`src/hdl/bbx_pkg.sv`:
```
package bbx_pkg;
  // Opcode field values, bit 0 is the MSB of the instruction word
  localparam logic [5:0] OPC_BNE_REG = 6'h27; // 100111
  localparam logic [5:0] OPC_BNE_IMM = 6'h2f; // 101111
  localparam logic [5:0] OPC_JMP_REG = 6'h26; // 100110
  localparam logic [5:0] OPC_JMP_IMM = 6'h2e; // 101110
  localparam logic [5:0] OPC_BSHIFT  = 6'h11; // 010001
  // Condition code for not-equal in the rD slot, D in its top bit
  localparam logic [3:0] COND_NE     = 4'h1;
  // Break is the unconditional opcode with D,A,L field = 0,1,1 and low 2 zero
  localparam logic [4:0] BRK_SEL     = 5'h0c;
  // Field positions in little-endian numbering (ls bit = index 0)
  localparam int         RD_LSB      = 21;
  localparam int         RA_LSB      = 16;
  localparam int         RB_LSB      = 11;
  localparam int         OPC_LSB     = 26;
  localparam int         DLY_BIT_C   = 25; // conditional D (instr bit 6)
  localparam int         DLY_BIT_U   = 20; // unconditional D (instr bit 11)
  localparam int         ABS_BIT     = 19; // A (instr bit 12)
  localparam int         LNK_BIT     = 18; // L (instr bit 13)
  localparam int         SIDE_BIT    = 10; // S (instr bit 21)
  localparam int         TYPE_BIT    = 9;  // T (instr bit 22)
  localparam int         BIP_BIT     = 3;  // break flag position in status
  localparam logic [31:0] PC_STEP    = 32'h0000_0004;
  localparam logic [31:0] PC_RESET   = 32'h0000_0000;
  // Busy cycles beyond the first for each latency class
  localparam logic [1:0] EXTRA_TAKEN_DLY  = 2'h1; // 2 cycles total
  localparam logic [1:0] EXTRA_TAKEN_NDLY = 2'h2; // 3 cycles total
  localparam logic [1:0] EXTRA_SHIFT      = 2'h1; // 2 cycles total
  localparam logic [1:0] EXTRA_NONE       = 2'h0; // 1 cycle total

  typedef enum logic [2:0] {
    BBX_IDLE = 3'h1,
    BBX_WAIT = 3'h2,
    BBX_DONE = 3'h4
  } bbx_state_t;
endpackage

```
`src/hdl/bbx_shift_if.sv`:
```
`timescale 1ns/10ps
interface bbx_shift_if;
  logic        start;
  logic [31:0] operand;
  logic [4:0]  amount;
  logic        go_left;
  logic        arith;
  logic [31:0] result;
  logic        valid;
  modport ctrl (output start, operand, amount, go_left, arith,
                input result, valid);
  modport unit (input start, operand, amount, go_left, arith,
                output result, valid);
endinterface

```
`src/hdl/bbx_barrel_shifter.sv`:
```
`timescale 1ns/10ps
module bbx_barrel_shifter
  import bbx_pkg::*;
(
  input  wire logic  i_core_clk,
  input  wire logic  i_rst_n,
  bbx_shift_if.unit  sh
);
  logic [31:0] res_d, res_q;
  logic        vld_d, vld_q;

  // One registered stage; arithmetic repeats the operand's sign bit
  always_comb begin
    vld_d = sh.start;
    if (sh.go_left) begin
      res_d = sh.operand << sh.amount;
    end else if (sh.arith) begin
      res_d = $unsigned($signed(sh.operand) >>> sh.amount);
    end else begin
      res_d = sh.operand >> sh.amount;
    end
  end

  always_ff @(posedge i_core_clk or negedge i_rst_n) begin
    if (!i_rst_n) begin
      res_q <= 32'h0;
      vld_q <= 1'b0;
    end else begin
      res_q <= res_d;
      vld_q <= vld_d;
    end
  end

  assign sh.result = res_q;
  assign sh.valid  = vld_q;
endmodule // bbx_barrel_shifter

```
`src/hdl/bbx_branch_shift_exec.sv`:
```
`timescale 1ns/10ps
// Functional notes
// RULE1 - Register not-equal: nonzero source gives pc+offset, else pc+4
// RULE2 - Immediate not-equal adds sign-extended 16-bit immediate when taken
// RULE3 - Delay flag lets one slot instruction run before the target
// RULE4 - Conditional: 1 cycle untaken, 2 taken with delay, 3 without
// RULE5 - Conditional branches update only the program counter
// RULE6 - Linking jumps write current pc to destination before redirect
// RULE7 - Register jump: absolute uses offset, else pc plus offset
// RULE8 - Immediate jump uses sign-extended immediate, absolute or relative
// RULE9 - Unconditional jump: 2 cycles with delay, 3 without
// RULE10 - Register jump link without delay is not offered
// RULE11 - Immediate jump link without delay is not offered
// RULE12 - Register break links pc and jumps to offset absolutely
// RULE13 - Both breaks set the break-in-progress status flag
// RULE14 - Immediate break links, jumps to sign-extended immediate, 3 cycles
// RULE15 - Barrel shift by low five bits of shift-amount register
// RULE16 - Side flag set shifts left, clear shifts right
// RULE17 - Type flag set gives arithmetic right shift keeping sign bit
// RULE18 - Barrel shift takes 2 cycles and is optional
// RULE19 - Immediates sign-extend unless a prefix supplies upper half
// RULE20 - Instruction bit 0 is the most significant bit
// RULE21 - Unsupported encodings are undefined and treated as no-ops
module bbx_branch_shift_exec
  import bbx_pkg::*;
#(
  parameter bit HAS_SHIFTER = 1'b1
) (
  input  wire logic        i_core_clk,
  input  wire logic        i_rstn,
  input  wire logic        i_instr_valid,
  input  wire logic [31:0] i_instr,
  input  wire logic [31:0] i_pc,
  input  wire logic [31:0] i_source_one_gpr,
  input  wire logic [31:0] i_offset_gpr,
  input  wire logic        i_imm_prefix_valid,
  input  wire logic [15:0] i_imm_prefix,
  output logic             o_busy,
  output logic             o_done,
  output logic             o_pc_we,
  output logic [31:0]      o_pc_next,
  output logic             o_delay_slot,
  output logic             o_flush,
  output logic             o_gpr_we,
  output logic [4:0]       o_gpr_addr,
  output logic [31:0]      o_gpr_wdata,
  output logic             o_bip_set,
  output logic             o_illegal
);
  // Reset release through two flops
  logic rst_s1_q, rst_n;
  always_ff @(posedge i_core_clk or negedge i_rstn) begin
    if (!i_rstn) begin
      rst_s1_q <= 1'b0;
      rst_n    <= 1'b0;
    end else begin
      rst_s1_q <= 1'b1;
      rst_n    <= rst_s1_q;
    end
  end

  // RULE19 sign extension
  function automatic logic [31:0] sext16(input logic [15:0] v);
    sext16 = {{16{v[15]}}, v};
  endfunction

  // RULE20 MSB-first field select
  function automatic logic [4:0] fld5(input logic [31:0] w, input int lsb);
    fld5 = w[lsb +: 5];
  endfunction

  // Decode of the presented instruction
  logic [5:0]  opc;
  logic [31:0] imm32;
  logic        is_bne, is_bnei, is_jr, is_ji, is_brk, is_brki, is_bs;
  logic        dly_c, dly_u, abs_f, lnk_f, undef_link;
  logic [4:0]  ctl5;

  always_comb begin
    opc   = i_instr[OPC_LSB +: 6];
    ctl5  = fld5(i_instr, RB_LSB + 5);
    dly_c = i_instr[DLY_BIT_C];
    dly_u = i_instr[DLY_BIT_U];
    abs_f = i_instr[ABS_BIT];
    lnk_f = i_instr[LNK_BIT];
    // RULE19 prefix overrides the upper half
    imm32 = i_imm_prefix_valid ? {i_imm_prefix, i_instr[15:0]}
                               : sext16(i_instr[15:0]);
    is_bne  = (opc == OPC_BNE_REG) &&
              (i_instr[24:21] == COND_NE);
    is_bnei = (opc == OPC_BNE_IMM) &&
              (i_instr[24:21] == COND_NE);
    is_brk  = (opc == OPC_JMP_REG) && (ctl5 == BRK_SEL);
    is_brki = (opc == OPC_JMP_IMM) && (ctl5 == BRK_SEL);
    // RULE10 RULE11 link needs delay
    undef_link = lnk_f && !dly_u && !is_brk && !is_brki;
    is_jr   = (opc == OPC_JMP_REG) && !is_brk;
    is_ji   = (opc == OPC_JMP_IMM) && !is_brki;
    is_bs   = HAS_SHIFTER && (opc == OPC_BSHIFT);
  end

  // Shifter instance, always built; HAS_SHIFTER only gates the shift decode
  bbx_shift_if sh ();
  bbx_barrel_shifter u_shift (
    .i_core_clk (i_core_clk),
    .i_rst_n    (rst_n),
    .sh         (sh)
  );

  // Relative targets add to the branch's own pc; absolute ones replace it
  function automatic logic [31:0] br_target(input logic [31:0] pc,
                                            input logic [31:0] base,
                                            input logic        absolute);
    br_target = absolute ? base : pc + base;
  endfunction

  // Sequencer state
  bbx_state_t  st_d, st_q;
  logic [1:0]  cnt_d, cnt_q;
  logic [4:0]  rd_d, rd_q;
  logic        wb_sh_d, wb_sh_q;
  logic        taken;
  logic [31:0] opnd;

  // Result pulses and their next values
  logic        pc_we_d, gpr_we_d, bip_d, flush_d, dslot_d, done_d, ill_d;
  logic        pc_we_q, gpr_we_q, bip_q, flush_q, dslot_q, done_q, ill_q;
  logic [31:0] pc_nx_d, pc_nx_q;
  logic [31:0] gpr_wd_d, gpr_wd_q;
  logic [4:0]  gpr_a_d, gpr_a_q;

  // Next state and issue decisions. All an instruction changes, save a
  // shift's register write, is settled on the edge that takes it, so the slot
  // or target fetch can start at once; later cycles count down, retire and write a shift result.
  always_comb begin
    st_d     = st_q;
    cnt_d    = cnt_q;
    rd_d     = rd_q;
    wb_sh_d  = 1'b0;
    pc_we_d  = 1'b0;
    gpr_we_d = 1'b0;
    bip_d    = 1'b0;
    flush_d  = 1'b0;
    dslot_d  = 1'b0;
    done_d   = 1'b0;
    ill_d    = 1'b0;
    // Untaken branches and shifts both step one word
    pc_nx_d  = i_pc + PC_STEP;
    // Link value is always the instruction's own pc
    gpr_wd_d = i_pc;
    gpr_a_d  = rd_q;
    taken    = 1'b0;
    // Register forms take the offset register, immediate forms the field
    opnd     = (is_bne || is_jr || is_brk) ? i_offset_gpr : imm32;
    // Shifter inputs follow the presented word; only start is gated
    sh.start   = 1'b0;
    sh.operand = i_source_one_gpr;
    // RULE15 low five bits of amount
    sh.amount  = i_offset_gpr[4:0];
    // RULE16 side flag
    sh.go_left = i_instr[SIDE_BIT];
    // RULE17 type flag
    sh.arith   = i_instr[TYPE_BIT];
    case (st_q)
      BBX_IDLE: begin
        // Destination index follows the presented word while idle
        gpr_a_d = fld5(i_instr, RD_LSB);
        if (i_instr_valid) begin
          rd_d = fld5(i_instr, RD_LSB);
          if (is_bne || is_bnei) begin
            // RULE1 RULE2 nonzero test
            taken   = (i_source_one_gpr != 32'h0);
            pc_we_d = 1'b1;
            if (taken) begin
              pc_nx_d = br_target(i_pc, opnd, 1'b0);
            end
            // RULE4 RULE3 latency and slot
            dslot_d = taken && dly_c;
            flush_d = taken && !dly_c;
            cnt_d   = !taken ? EXTRA_NONE :
                      (dly_c ? EXTRA_TAKEN_DLY : EXTRA_TAKEN_NDLY);
          end else if (is_brk || is_brki) begin
            // RULE12 RULE14 absolute target, link
            pc_we_d  = 1'b1;
            pc_nx_d  = br_target(i_pc, opnd, 1'b1);
            gpr_we_d = 1'b1;
            // RULE13 break flag
            bip_d    = 1'b1;
            // Breaks have no slot, so the next word is dropped
            flush_d  = 1'b1;
            cnt_d    = EXTRA_TAKEN_NDLY;
          end else if ((is_jr || is_ji) && !undef_link) begin
            // RULE7 RULE8 target select
            pc_we_d  = 1'b1;
            pc_nx_d  = br_target(i_pc, opnd, abs_f);
            // RULE6 link write
            gpr_we_d = lnk_f;
            // RULE9 RULE3 latency and slot
            dslot_d  = dly_u;
            flush_d  = !dly_u;
            cnt_d    = dly_u ? EXTRA_TAKEN_DLY : EXTRA_TAKEN_NDLY;
          end else if (is_bs) begin
            // RULE18 two-cycle shift
            sh.start = 1'b1;
            wb_sh_d  = 1'b1;
            pc_we_d  = 1'b1;
            cnt_d    = EXTRA_SHIFT;
          end else begin
            // RULE21 undefined: no state changes
            // Nothing is written, so a core may ignore the pulse safely
            ill_d = 1'b1;
            cnt_d = EXTRA_NONE;
          end
          // RULE5 conditional paths never raise gpr_we
          // Counter keeps the busy cycles left after the next one
          if (ill_d || cnt_d == EXTRA_NONE) begin
            done_d = 1'b1;
          end else begin
            st_d  = (cnt_d == 2'h1) ? BBX_DONE : BBX_WAIT;
            cnt_d = cnt_d - 2'h1;
          end
        end
      end
      BBX_WAIT: begin
        // Dead cycle while fetch refills after a flush
        st_d    = BBX_DONE;
        cnt_d   = 2'h0;
        wb_sh_d = wb_sh_q;
      end
      BBX_DONE: begin
        st_d   = BBX_IDLE;
        done_d = 1'b1;
        // Shift result already sits in the unit's output flop
        if (wb_sh_q && sh.valid) begin
          gpr_we_d = 1'b1;
          gpr_wd_d = sh.result;
        end
      end
      default: begin
        st_d = BBX_IDLE;
      end
    endcase
  end

  // Sequencer registers only; decisions live in the process above
  always_ff @(posedge i_core_clk or negedge rst_n) begin
    if (!rst_n) begin
      st_q    <= BBX_IDLE;
      cnt_q   <= 2'h0;
      rd_q    <= 5'h0;
      wb_sh_q <= 1'b0;
    end else begin
      st_q    <= st_d;
      cnt_q   <= cnt_d;
      rd_q    <= rd_d;
      wb_sh_q <= wb_sh_d;
    end
  end

  // Result flops; each pulse lasts one cycle because every next value
  // defaults low in the decision process
  always_ff @(posedge i_core_clk or negedge rst_n) begin
    if (!rst_n) begin
      pc_we_q  <= 1'b0;
      gpr_we_q <= 1'b0;
      bip_q    <= 1'b0;
      flush_q  <= 1'b0;
      dslot_q  <= 1'b0;
      done_q   <= 1'b0;
      ill_q    <= 1'b0;
      pc_nx_q  <= PC_RESET;
      gpr_wd_q <= 32'h0;
      gpr_a_q  <= 5'h0;
    end else begin
      pc_we_q  <= pc_we_d;
      gpr_we_q <= gpr_we_d;
      bip_q    <= bip_d;
      flush_q  <= flush_d;
      dslot_q  <= dslot_d;
      done_q   <= done_d;
      ill_q    <= ill_d;
      pc_nx_q  <= pc_nx_d;
      gpr_wd_q <= gpr_wd_d;
      gpr_a_q  <= gpr_a_d;
    end
  end

  // Busy decodes state so a refused word costs no extra cycle
  assign o_busy       = (st_q != BBX_IDLE);
  assign o_done       = done_q;
  assign o_pc_we      = pc_we_q;
  assign o_pc_next    = pc_nx_q;
  assign o_delay_slot = dslot_q;
  assign o_flush      = flush_q;
  assign o_gpr_we     = gpr_we_q;
  assign o_gpr_addr   = gpr_a_q;
  assign o_gpr_wdata  = gpr_wd_q;
  assign o_bip_set    = bip_q;
  assign o_illegal    = ill_q;
endmodule // bbx_branch_shift_exec

```
`config.mk`:
```
export PLATFORM = sky130hd
export DESIGN_NAME = bbx_branch_shift_exec
export DESIGN_NICKNAME = d
export VERILOG_FILES = /design/src/hdl/bbx_pkg.sv /design/src/hdl/bbx_shift_if.sv /design/src/hdl/bbx_barrel_shifter.sv /design/src/hdl/bbx_branch_shift_exec.sv
export SDC_FILE = /design/constraint.sdc
export NUM_CORES = 1
export LEC_CHECK = 0
export BUFFER_PORTS_ARGS = -buffer_cell sky130_fd_sc_hd__buf_2
export CAP_MARGIN = 30
export CORE_MARGIN = 10
export CORE_UTILIZATION = 62
export CTS_CLUSTER_SIZE = 40
export DETAILED_ROUTE_END_ITERATION = 6
export HOLD_SLACK_MARGIN = 0.05
export PLACE_DENSITY = 0.93
export SETUP_SLACK_MARGIN = 0.05
export SYNTH_ARGS = -nofsm -noshare
export SYNTH_HDL_FRONTEND = slang
export SYNTH_HIERARCHICAL = 1
export SYNTH_SLANG_ARGS = --single-unit
export TNS_END_PERCENT = 5
```
`constraint.sdc`:
```
create_clock -name i_core_clk -period 5.52 [get_ports i_core_clk]
set_input_delay 0.276 -clock i_core_clk [delete_from_list [all_inputs] [get_ports i_core_clk]]
set_output_delay 0.276 -clock i_core_clk [all_outputs]
set_load 0.01 [all_outputs]
```
==> results of run 1 <==
## metal layers
layer	global-route usage	up-vias	wire length, microns
met5	0	-	11
met1	0.456	6066	17900
met3	0.0846	202	5620
met4	0.209	2	3150
li1	-	5342	-
met2	0.594	1065	22800
## power by group
part           switching (mW)  internal, mW  total [mW]  leakage (nW)
sequential             0.0386         0.948       0.986          1.45
clock                   0.438         0.692        1.13         0.286
combinational           0.652         0.418        1.07          4.29
total                    1.13          2.06        3.19          6.03
## layout by cell type (no fill, tap or decap), drive strengths merged, types with 19 or more instances in the layout
master,n
a21oi,81
dfrtp,119
o22ai,26
nand2,137
clkbuf,19
xnor2,31
buf,243
a21o,28
nor3,27
mux4,62
nor2,97
xor2,24
nand3,34
ha,35
mux2,76
o211ai,19
inv,21
o21ai,70
mux2i,68
## path summary, 6_finish.rpt
path / from / to / slack [ns] / cells after the start
setup / recovery: i_instr[22] / o_pc_next[23] / 1.53 / 14
hold / removal: i_instr[25] / rd_q[4] / 0.13 / 3
setup reg to reg: st_q[0] / o_pc_next[28] / 2.57 / 8
hold reg to reg: rst_s1_q / rst_n / 0.37 / 0
max in group asynchronous: rst_n / rd_q[2] / 3.82 / 1
min in group asynchronous: i_rstn / rst_n / 0.22 / 2
## final cells by class
type	count	area [sq um]	area share
repair buffers	244	1280	0.0922
inverters	19	71.3	0.00515
flip-flops and latches	120	3010	0.217
clock buffers	19	453	0.0327
multi-input cells	1071	8550	0.618
well taps	265	332	0.0240
clock inverters	13	145	0.0105
## flip-flops by register name, indices dropped and copies added (netlist names)
name,flops
o_gpr_wdata,32
o_pc_next,32
o_pc_we,1
wb_sh_q,1
rd_q,5
o_illegal,1
rst_s1_q,1
o_gpr_we,1
o_bip_set,1
st_q,3
rst_n,1
o_flush,1
o_delay_slot,1
o_done,1
o_gpr_addr,5
u_shift/sh.valid,1
u_shift/sh.result,32
## per-stage QoR
stage	instances	power (mW)	utilization	hold slack [ns]	cell area, sq um
2_1_floorplan	1314	1.67	-	-0.0196	12200
3_3_place_gp	1716	2.01	0.681	0.0614	13200
3_5_place_dp	1718	2.02	0.682	0.0683	13200
4_1_cts	1751	3.14	0.713	0.115	13800
5_1_grt	1751	3.29	0.713	0.145	13800
6_report	1751	3.19	0.713	0.125	13800
## cells by family after synthesis
group / after synthesis
muxes: 206
DFF: 120
and+or+nand+nor: 399
adders and majority gates: 36
buffers and inverters: 123
xor gates and xnor gates: 55
AOI/OAI and AO/OA: 374
other: 1
## worst max-delay path, stage by stage
cell,delay (ns)
sky130_fd_sc_hd__buf_2,0.13
sky130_fd_sc_hd__nor4b_4,0.34
sky130_fd_sc_hd__o211a_1,0.58
sky130_fd_sc_hd__buf_4,0.40
sky130_fd_sc_hd__mux2_2,0.41
sky130_fd_sc_hd__ha_1,0.37
sky130_fd_sc_hd__a21oi_1,0.30
sky130_fd_sc_hd__nand2_1,0.09
sky130_fd_sc_hd__a21oi_1,0.23
sky130_fd_sc_hd__a211oi_2,0.15
sky130_fd_sc_hd__o41ai_2,0.24
sky130_fd_sc_hd__mux2i_1,0.27
sky130_fd_sc_hd__a221oi_1,0.11
sky130_fd_sc_hd__or3_1,0.37
## repair_timing
item | 4_1_cts | 5_1_grt
gates resized for setup | 0 | 0
endpoints found under the hold margin | 2 | 0
hold buffers | 1 | 0
==> summary by stage, run 1 <==
Placed design
The count of input and output buffers is 224. The worst setup slack before clock tree synthesis is 1.14 ns. The HPWL after detailed placement is 37900 microns. The global placement routability congestion is 1.11.

Pwr
The standby leakage power is 6.03 nW. The power density over cell area is 230 nW/um^2. VDD sags by at most 224 uV.

Yosys
The share of the synthesized area in compound gates (AO/OA/AOI/OAI) is 0.214. The number of synthesized flops with an enable pin is 0. After synthesis, the most frequently instantiated cells are sky130_fd_sc_hd__nand2_1, sky130_fd_sc_hd__dfrtp_1, sky130_fd_sc_hd__nor2_1. The leading area contributor after synthesis is sky130_fd_sc_hd__dfrtp_1. The simple-gate share of the synthesized area is 0.167. The Yosys warning count is 6. The mapped cell area is 12200 sq um. The post-synthesis async set-or-reset flop share is 1.00.

The combinational family with the most area after synthesis is multiplexers. The multiplexer fraction of the synthesized cell area is 0.243. For this run, the leading register cell type out of synthesis is sky130_fd_sc_hd__dfrtp_1.

Of the synthesized area, sequential elements account for 0.247. The synthesized flop and latch total is 120. The synthesized netlist net count is 1498.

The xor and xnor area share after synthesis is 0.0401. The cell count after synthesis came out at 1314. The post-synthesis average cell area is 9.27 sq um. Among all cell types in the netlist, the one instantiated most often is sky130_fd_sc_hd__nand2_1. Yosys mapped the design onto 108 distinct sky130hd cell types. The adder and majority cell fraction of the synthesized area is 0.0376. The share of synthesized area in the top cell type comes to 0.244.

By area the synthesized netlist is led by sky130_fd_sc_hd__dfrtp_1, sky130_fd_sc_hd__mux4_2, sky130_fd_sc_hd__mux2_2.

Floorplanning
The width of the die is 160 microns. The vertical die dimension is 160 microns. The effective utilization at floorplan is 0.628. The total die area is 25700 sq um.

In this run the count of I/O pins placed on the die edge is 225. The floorplan has 51 rows. The region available for standard cell placement spans 19400 sq um.

Layout
The layout overhead on the synthesized area is 13.6%. The fraction of final layout cells sized beyond drive strength 1 is 0.316. The number of antenna diodes in the final layout is 0. The number of nets in the final layout is 1657.

After filler insertion, the fill cell instance count of the layout stands at 1478.

Clock tree
The clock-pin slew on the worst setup and hold paths is 0.06 ns. The count of H-tree levels built during CTS is 4. The number of buffers inserted to repair setup after CTS is 0. The number of buffers inserted during clock tree synthesis is 17. The clock latency on the worst-skew pair is 0.43 ns. TritonCTS built the clock tree. The root buffer selected by CTS is sky130_fd_sc_hd__clkbuf_16.

The largest buffer count on any clock path is 2. The clock drives 120 sinks.

Timing
The relative slew slack is 0.372. The post-layout minimum cycle time is 3.99 ns. The timing-limited maximum frequency is 251 MHz. The final clock skew is 0.0120 ns. The final max-slew violation count is 0. The slew of the pin with the lowest slew margin is 0.940 ns.

Setup violations remaining at the end of the flow were counted as 0. The final-report hold violation count is 0. The part of the cycle the worst path needs is 0.722. Setup repair after global routing left no endpoint under its margin.

The worst path meets setup with 1.53 ns of slack. The setup TNS is 0 ns.

Detailed routing
The detailed router placed 12677 vias in this run. The number of nets with antenna violations after routing is 0. The average wire per standard cell is 28.2 microns. Using the TritonRoute via totals, the vias-per-cell ratio works out to 7.24. The final layout contains routed wiring with a total length of 49500 microns. The DRC marker count from the first detailed-route iteration is 1645. The number of iterations in the first detailed-routing pass is 7. In the routed design, unresolved DRC markers number 2.

Global route
The via count of the first global-routing pass is 12238. The global-route usage over all layers is 0.372. The global-route wire length before repair is 75200 microns. The initial antenna violation count is 1. The pin count of the biggest net entering global routing is 63. The total overflow left after global routing is 0.

Critical path
The setup path with the least slack is of type primary input to flop. The required time of the critical path is 5.82 ns. The data arrival time at the worst-slack endpoint is 4.29 ns. The worst setup path is captured at a flop. In this run the worst path has a maximum fanout of 27. The startpoint kind of the worst setup timing path is a primary input.

Run
The number of maximum-capacitance constraint violations is 0.

Worst hold path
The min-delay analysis places its worst path in the category primary input to flop.

Run status
The run finished, with violations left. The checks that failed: design-rule violations.
Power figures use the tool's default switching activity.
==> run 2, diff against run 1 <==
--- a/config.mk
+++ b/config.mk
@@ -8,11 +8,11 @@
 export BUFFER_PORTS_ARGS = -buffer_cell sky130_fd_sc_hd__buf_2
 export CAP_MARGIN = 30
 export CORE_MARGIN = 10
-export CORE_UTILIZATION = 62
+export CORE_UTILIZATION = 52
 export CTS_CLUSTER_SIZE = 40
 export DETAILED_ROUTE_END_ITERATION = 6
 export HOLD_SLACK_MARGIN = 0.05
-export PLACE_DENSITY = 0.93
+export PLACE_DENSITY = 0.83
 export SETUP_SLACK_MARGIN = 0.05
 export SYNTH_ARGS = -nofsm -noshare
 export SYNTH_HDL_FRONTEND = slang
==> constraint.sdc (replaced) <==
create_clock -name i_core_clk -period 3.2 [get_ports i_core_clk]
set_input_delay 0.16 -clock i_core_clk [delete_from_list [all_inputs] [get_ports i_core_clk]]
set_output_delay 0.16 -clock i_core_clk [all_outputs]
set_load 0.01 [all_outputs]
==> summary by stage, run 2 (synthesis results as in run 1) <==
Clock tree
The largest buffer count on any clock path came to 2 (unchanged). The number of buffers inserted during clock tree synthesis is 17 (unchanged). The clock-pin slew on the worst setup and hold paths is 0.07 ns (about the same). The clock latency on the worst-skew pair is 0.43 ns (about the same). TritonCTS built the clock tree. The number of clock sinks seen by CTS came to 120 (unchanged). The count of H-tree levels built during CTS is 4 (unchanged). The root buffer selected by CTS is sky130_fd_sc_hd__clkbuf_16.

Placed design
The detailed placer's ending HPWL came to 39600 microns (+4.7%). The instance count after placement with tap cells included is 1878 (+9.3%). The count of input and output buffers is 224 (unchanged). The global placement routability congestion is 1.08 (-2.7%).

Critical path
The critical path in this run is classified as primary input to flop. Broken down by cell family, the worst path's largest delay share belongs to compound AO/OA/AOI/OAI gates. The top fanout value on the critical path is 16 (-41%).

The critical path goes through buf_2, nor4b_4, o211a_1, buf_12, mux2_2, ha_1, nand4_1, buf_4, a311o_1, a211oi_2, buf_4, o21ai_2, a21oi_1, a221oi_1. The most numerous cell type found on the critical path is sky130_fd_sc_hd__buf_4. The required time of the critical path is 3.45 ns (-2.37 ns). The slowest stage of the critical path is the sky130_fd_sc_hd__ha_1 cell. The worst path buffer plus inverter count is 4 (+2). The data arrival time at the worst-slack endpoint was 3.44 ns (-0.85 ns). The startpoint kind of the worst setup timing path is a primary input. The worst stage delay on the critical path is 0.44 ns (-0.14 ns). The endpoint kind of the worst setup timing path is a flop.

Global route
The via count of the first global-routing pass is 12768 (+4.3%). The total congestion overflow after global routing is 0 (unchanged). The pin count of the biggest net entering global routing is 104 (+65%). The global-route wire length before repair is 78200 microns (+4.0%). The global-route usage over all layers came to 0.330 (-0.0419).

The initial antenna violation count came to 3 (+2).

Timing
Setup repair after global routing could not meet its margin everywhere. The timing-limited maximum frequency is 314 MHz. The relative slew slack is 0.349 (-0.0232).

The setup TNS is 0 ns (unchanged). The final clock skew is 0.0146 ns (+0.00257 ns). After layout, the minimum clock period comes to 3.19 ns. The part of the cycle the worst path needs is 0.996. The total of endpoints with negative setup slack in the final report is 0 (unchanged).

The final max-slew violation count is 0 (unchanged). The slew of the pin with the lowest slew margin is 0.966 ns (+0.0264 ns). The final-report hold violation count came to 0 (unchanged).

Floorplanning
The placement row count is 55 (+7.8%). The number of top-level pins is 225 (unchanged). The total die area was 30000 sq um (+17%). The effective utilization at floorplan is 0.533 (-0.0948). The vertical die dimension is 173 microns (+8.0%).

The floorplan core area came to 22800 sq um (+18%). The width of the die is 173 microns (+8.0%).

Detailed routing
The DRC violations left is 2 (unchanged). The routed wire length is 52000 microns (+5.1%). The DRC marker count from the first detailed-route iteration came to 1725 (+4.9%). The number of iterations in the first detailed-routing pass is 7 (unchanged). The number of nets with antenna violations after routing is 0 (unchanged).

The ratio of routed vias to standard cells is 6.80 (-6.0%). The average wire per standard cell is 27.0 microns (-4.5%). The total vias in the final route was 13111 (+3.4%).

Layout
In the layout the commonest cells are sky130_fd_sc_hd__buf_2, sky130_fd_sc_hd__nand2_1, sky130_fd_sc_hd__buf_4, sky130_fd_sc_hd__dfrtp_1, sky130_fd_sc_hd__nor2_1. The fraction of final layout cells sized beyond drive strength 1 was 0.370 (+0.0541). Leaving out fill and tap cells, the most frequent cell in the layout is sky130_fd_sc_hd__buf_2. The number of fillers in the final layout was 1931 (+31%).

The layout overhead on the synthesized area is 23.3%. The number of nets in the final layout is 1783 (+7.6%). The post-layout instance count excluding filler cells is 1927 (+10%).

Run status
The checks that failed: design-rule violations. The run finished, with violations left.

Pwr
The standby leakage power is 6.67 nW (+11%). The total chip power is 5.71 mW (+79%). The power density over cell area is 380 nW/um^2 (+65%). The worst voltage drop across the vdd grid was 289 uV (+29%).

Worst hold path
In this run the worst hold path is classified as primary input to flop.

Run
The number of maximum-capacitance constraint violations is 0 (unchanged).
## run 2: metrics by stage
step / utilization / instance area, sq um / setup slack (ns) / hold slack, ns
after floorplan: - / 12200 / -0.206 / -0.136
after global routing: 0.658 / 15000 / -0.117 / 0.0794
final: 0.658 / 15000 / 0.0130 / 0.0740
after CTS: 0.653 / 14900 / 0.0294 / 0.0577
after global placement: 0.622 / 14200 / -0.297 / -0.0528
after detailed placement: 0.622 / 14200 / -0.429 / -0.0488
## run 2: worst paths after layout
check / cells past startpoint / slack, ns / end / startpoint
setup / recovery: 14 / 0.01 / o_pc_next[31] / i_instr[22]
hold / removal: 4 / 0.07 / rd_q[3] / i_instr[24]
setup reg to reg: 7 / 0.53 / o_pc_next[28] / st_q[0]
hold reg to reg: 0 / 0.31 / o_gpr_wdata[8] / rst_n
max in group asynchronous: 1 / 2.13 / o_pc_next[1] / rst_n
min in group asynchronous: 0 / 0.31 / o_gpr_wdata[8] / rst_n
## run 2: worst min-delay path, delay by kind of cell
family                 cells  cell delay, ns
buffers and inverters      2            0.22
and+or+nand+nor            2            0.09
## run 2: metal layers
metal	track usage	share of wire	routed length, microns
met5	0	0.00065	34
met4	0.163	0.054	2800
met3	0.0826	0.11	5690
met2	0.528	0.46	23900
met1	0.408	0.38	19500
## run 2: repair_timing
action                                 in CTS  in global routing
setup endpoints to repair                   1                 15
endpoints found under the hold margin      10                  0
hold buffers                               11                  0
resized for setup                           1                 14
pin swaps                                   1                  6
cloned                                      0                  0
buffers inserted                            1                  3
## run 2: layout make-up
| cell class | count | area [sq um] | area share |
|---|---|---|---|
| inverter | 19 | 71.3 | 0.00474 |
| multi-input combinational | 1071 | 8640 | 0.575 |
| sequential | 120 | 3010 | 0.200 |
| tap | 313 | 392 | 0.0261 |
| clock buffer | 17 | 425 | 0.0283 |
| timing repair buffer | 370 | 2320 | 0.154 |
| clock inverter | 15 | 171 | 0.0114 |
| antenna | 2 | 5.00 | 0.000333 |
## run 2: where the power goes
part | switching [mW] | internal (mW) | leakage [nW]
Clock | 0.901 | 1.06 | 0.294
Combinational | 1.18 | 0.874 | 4.93
Sequential | 0.0573 | 1.63 | 1.45
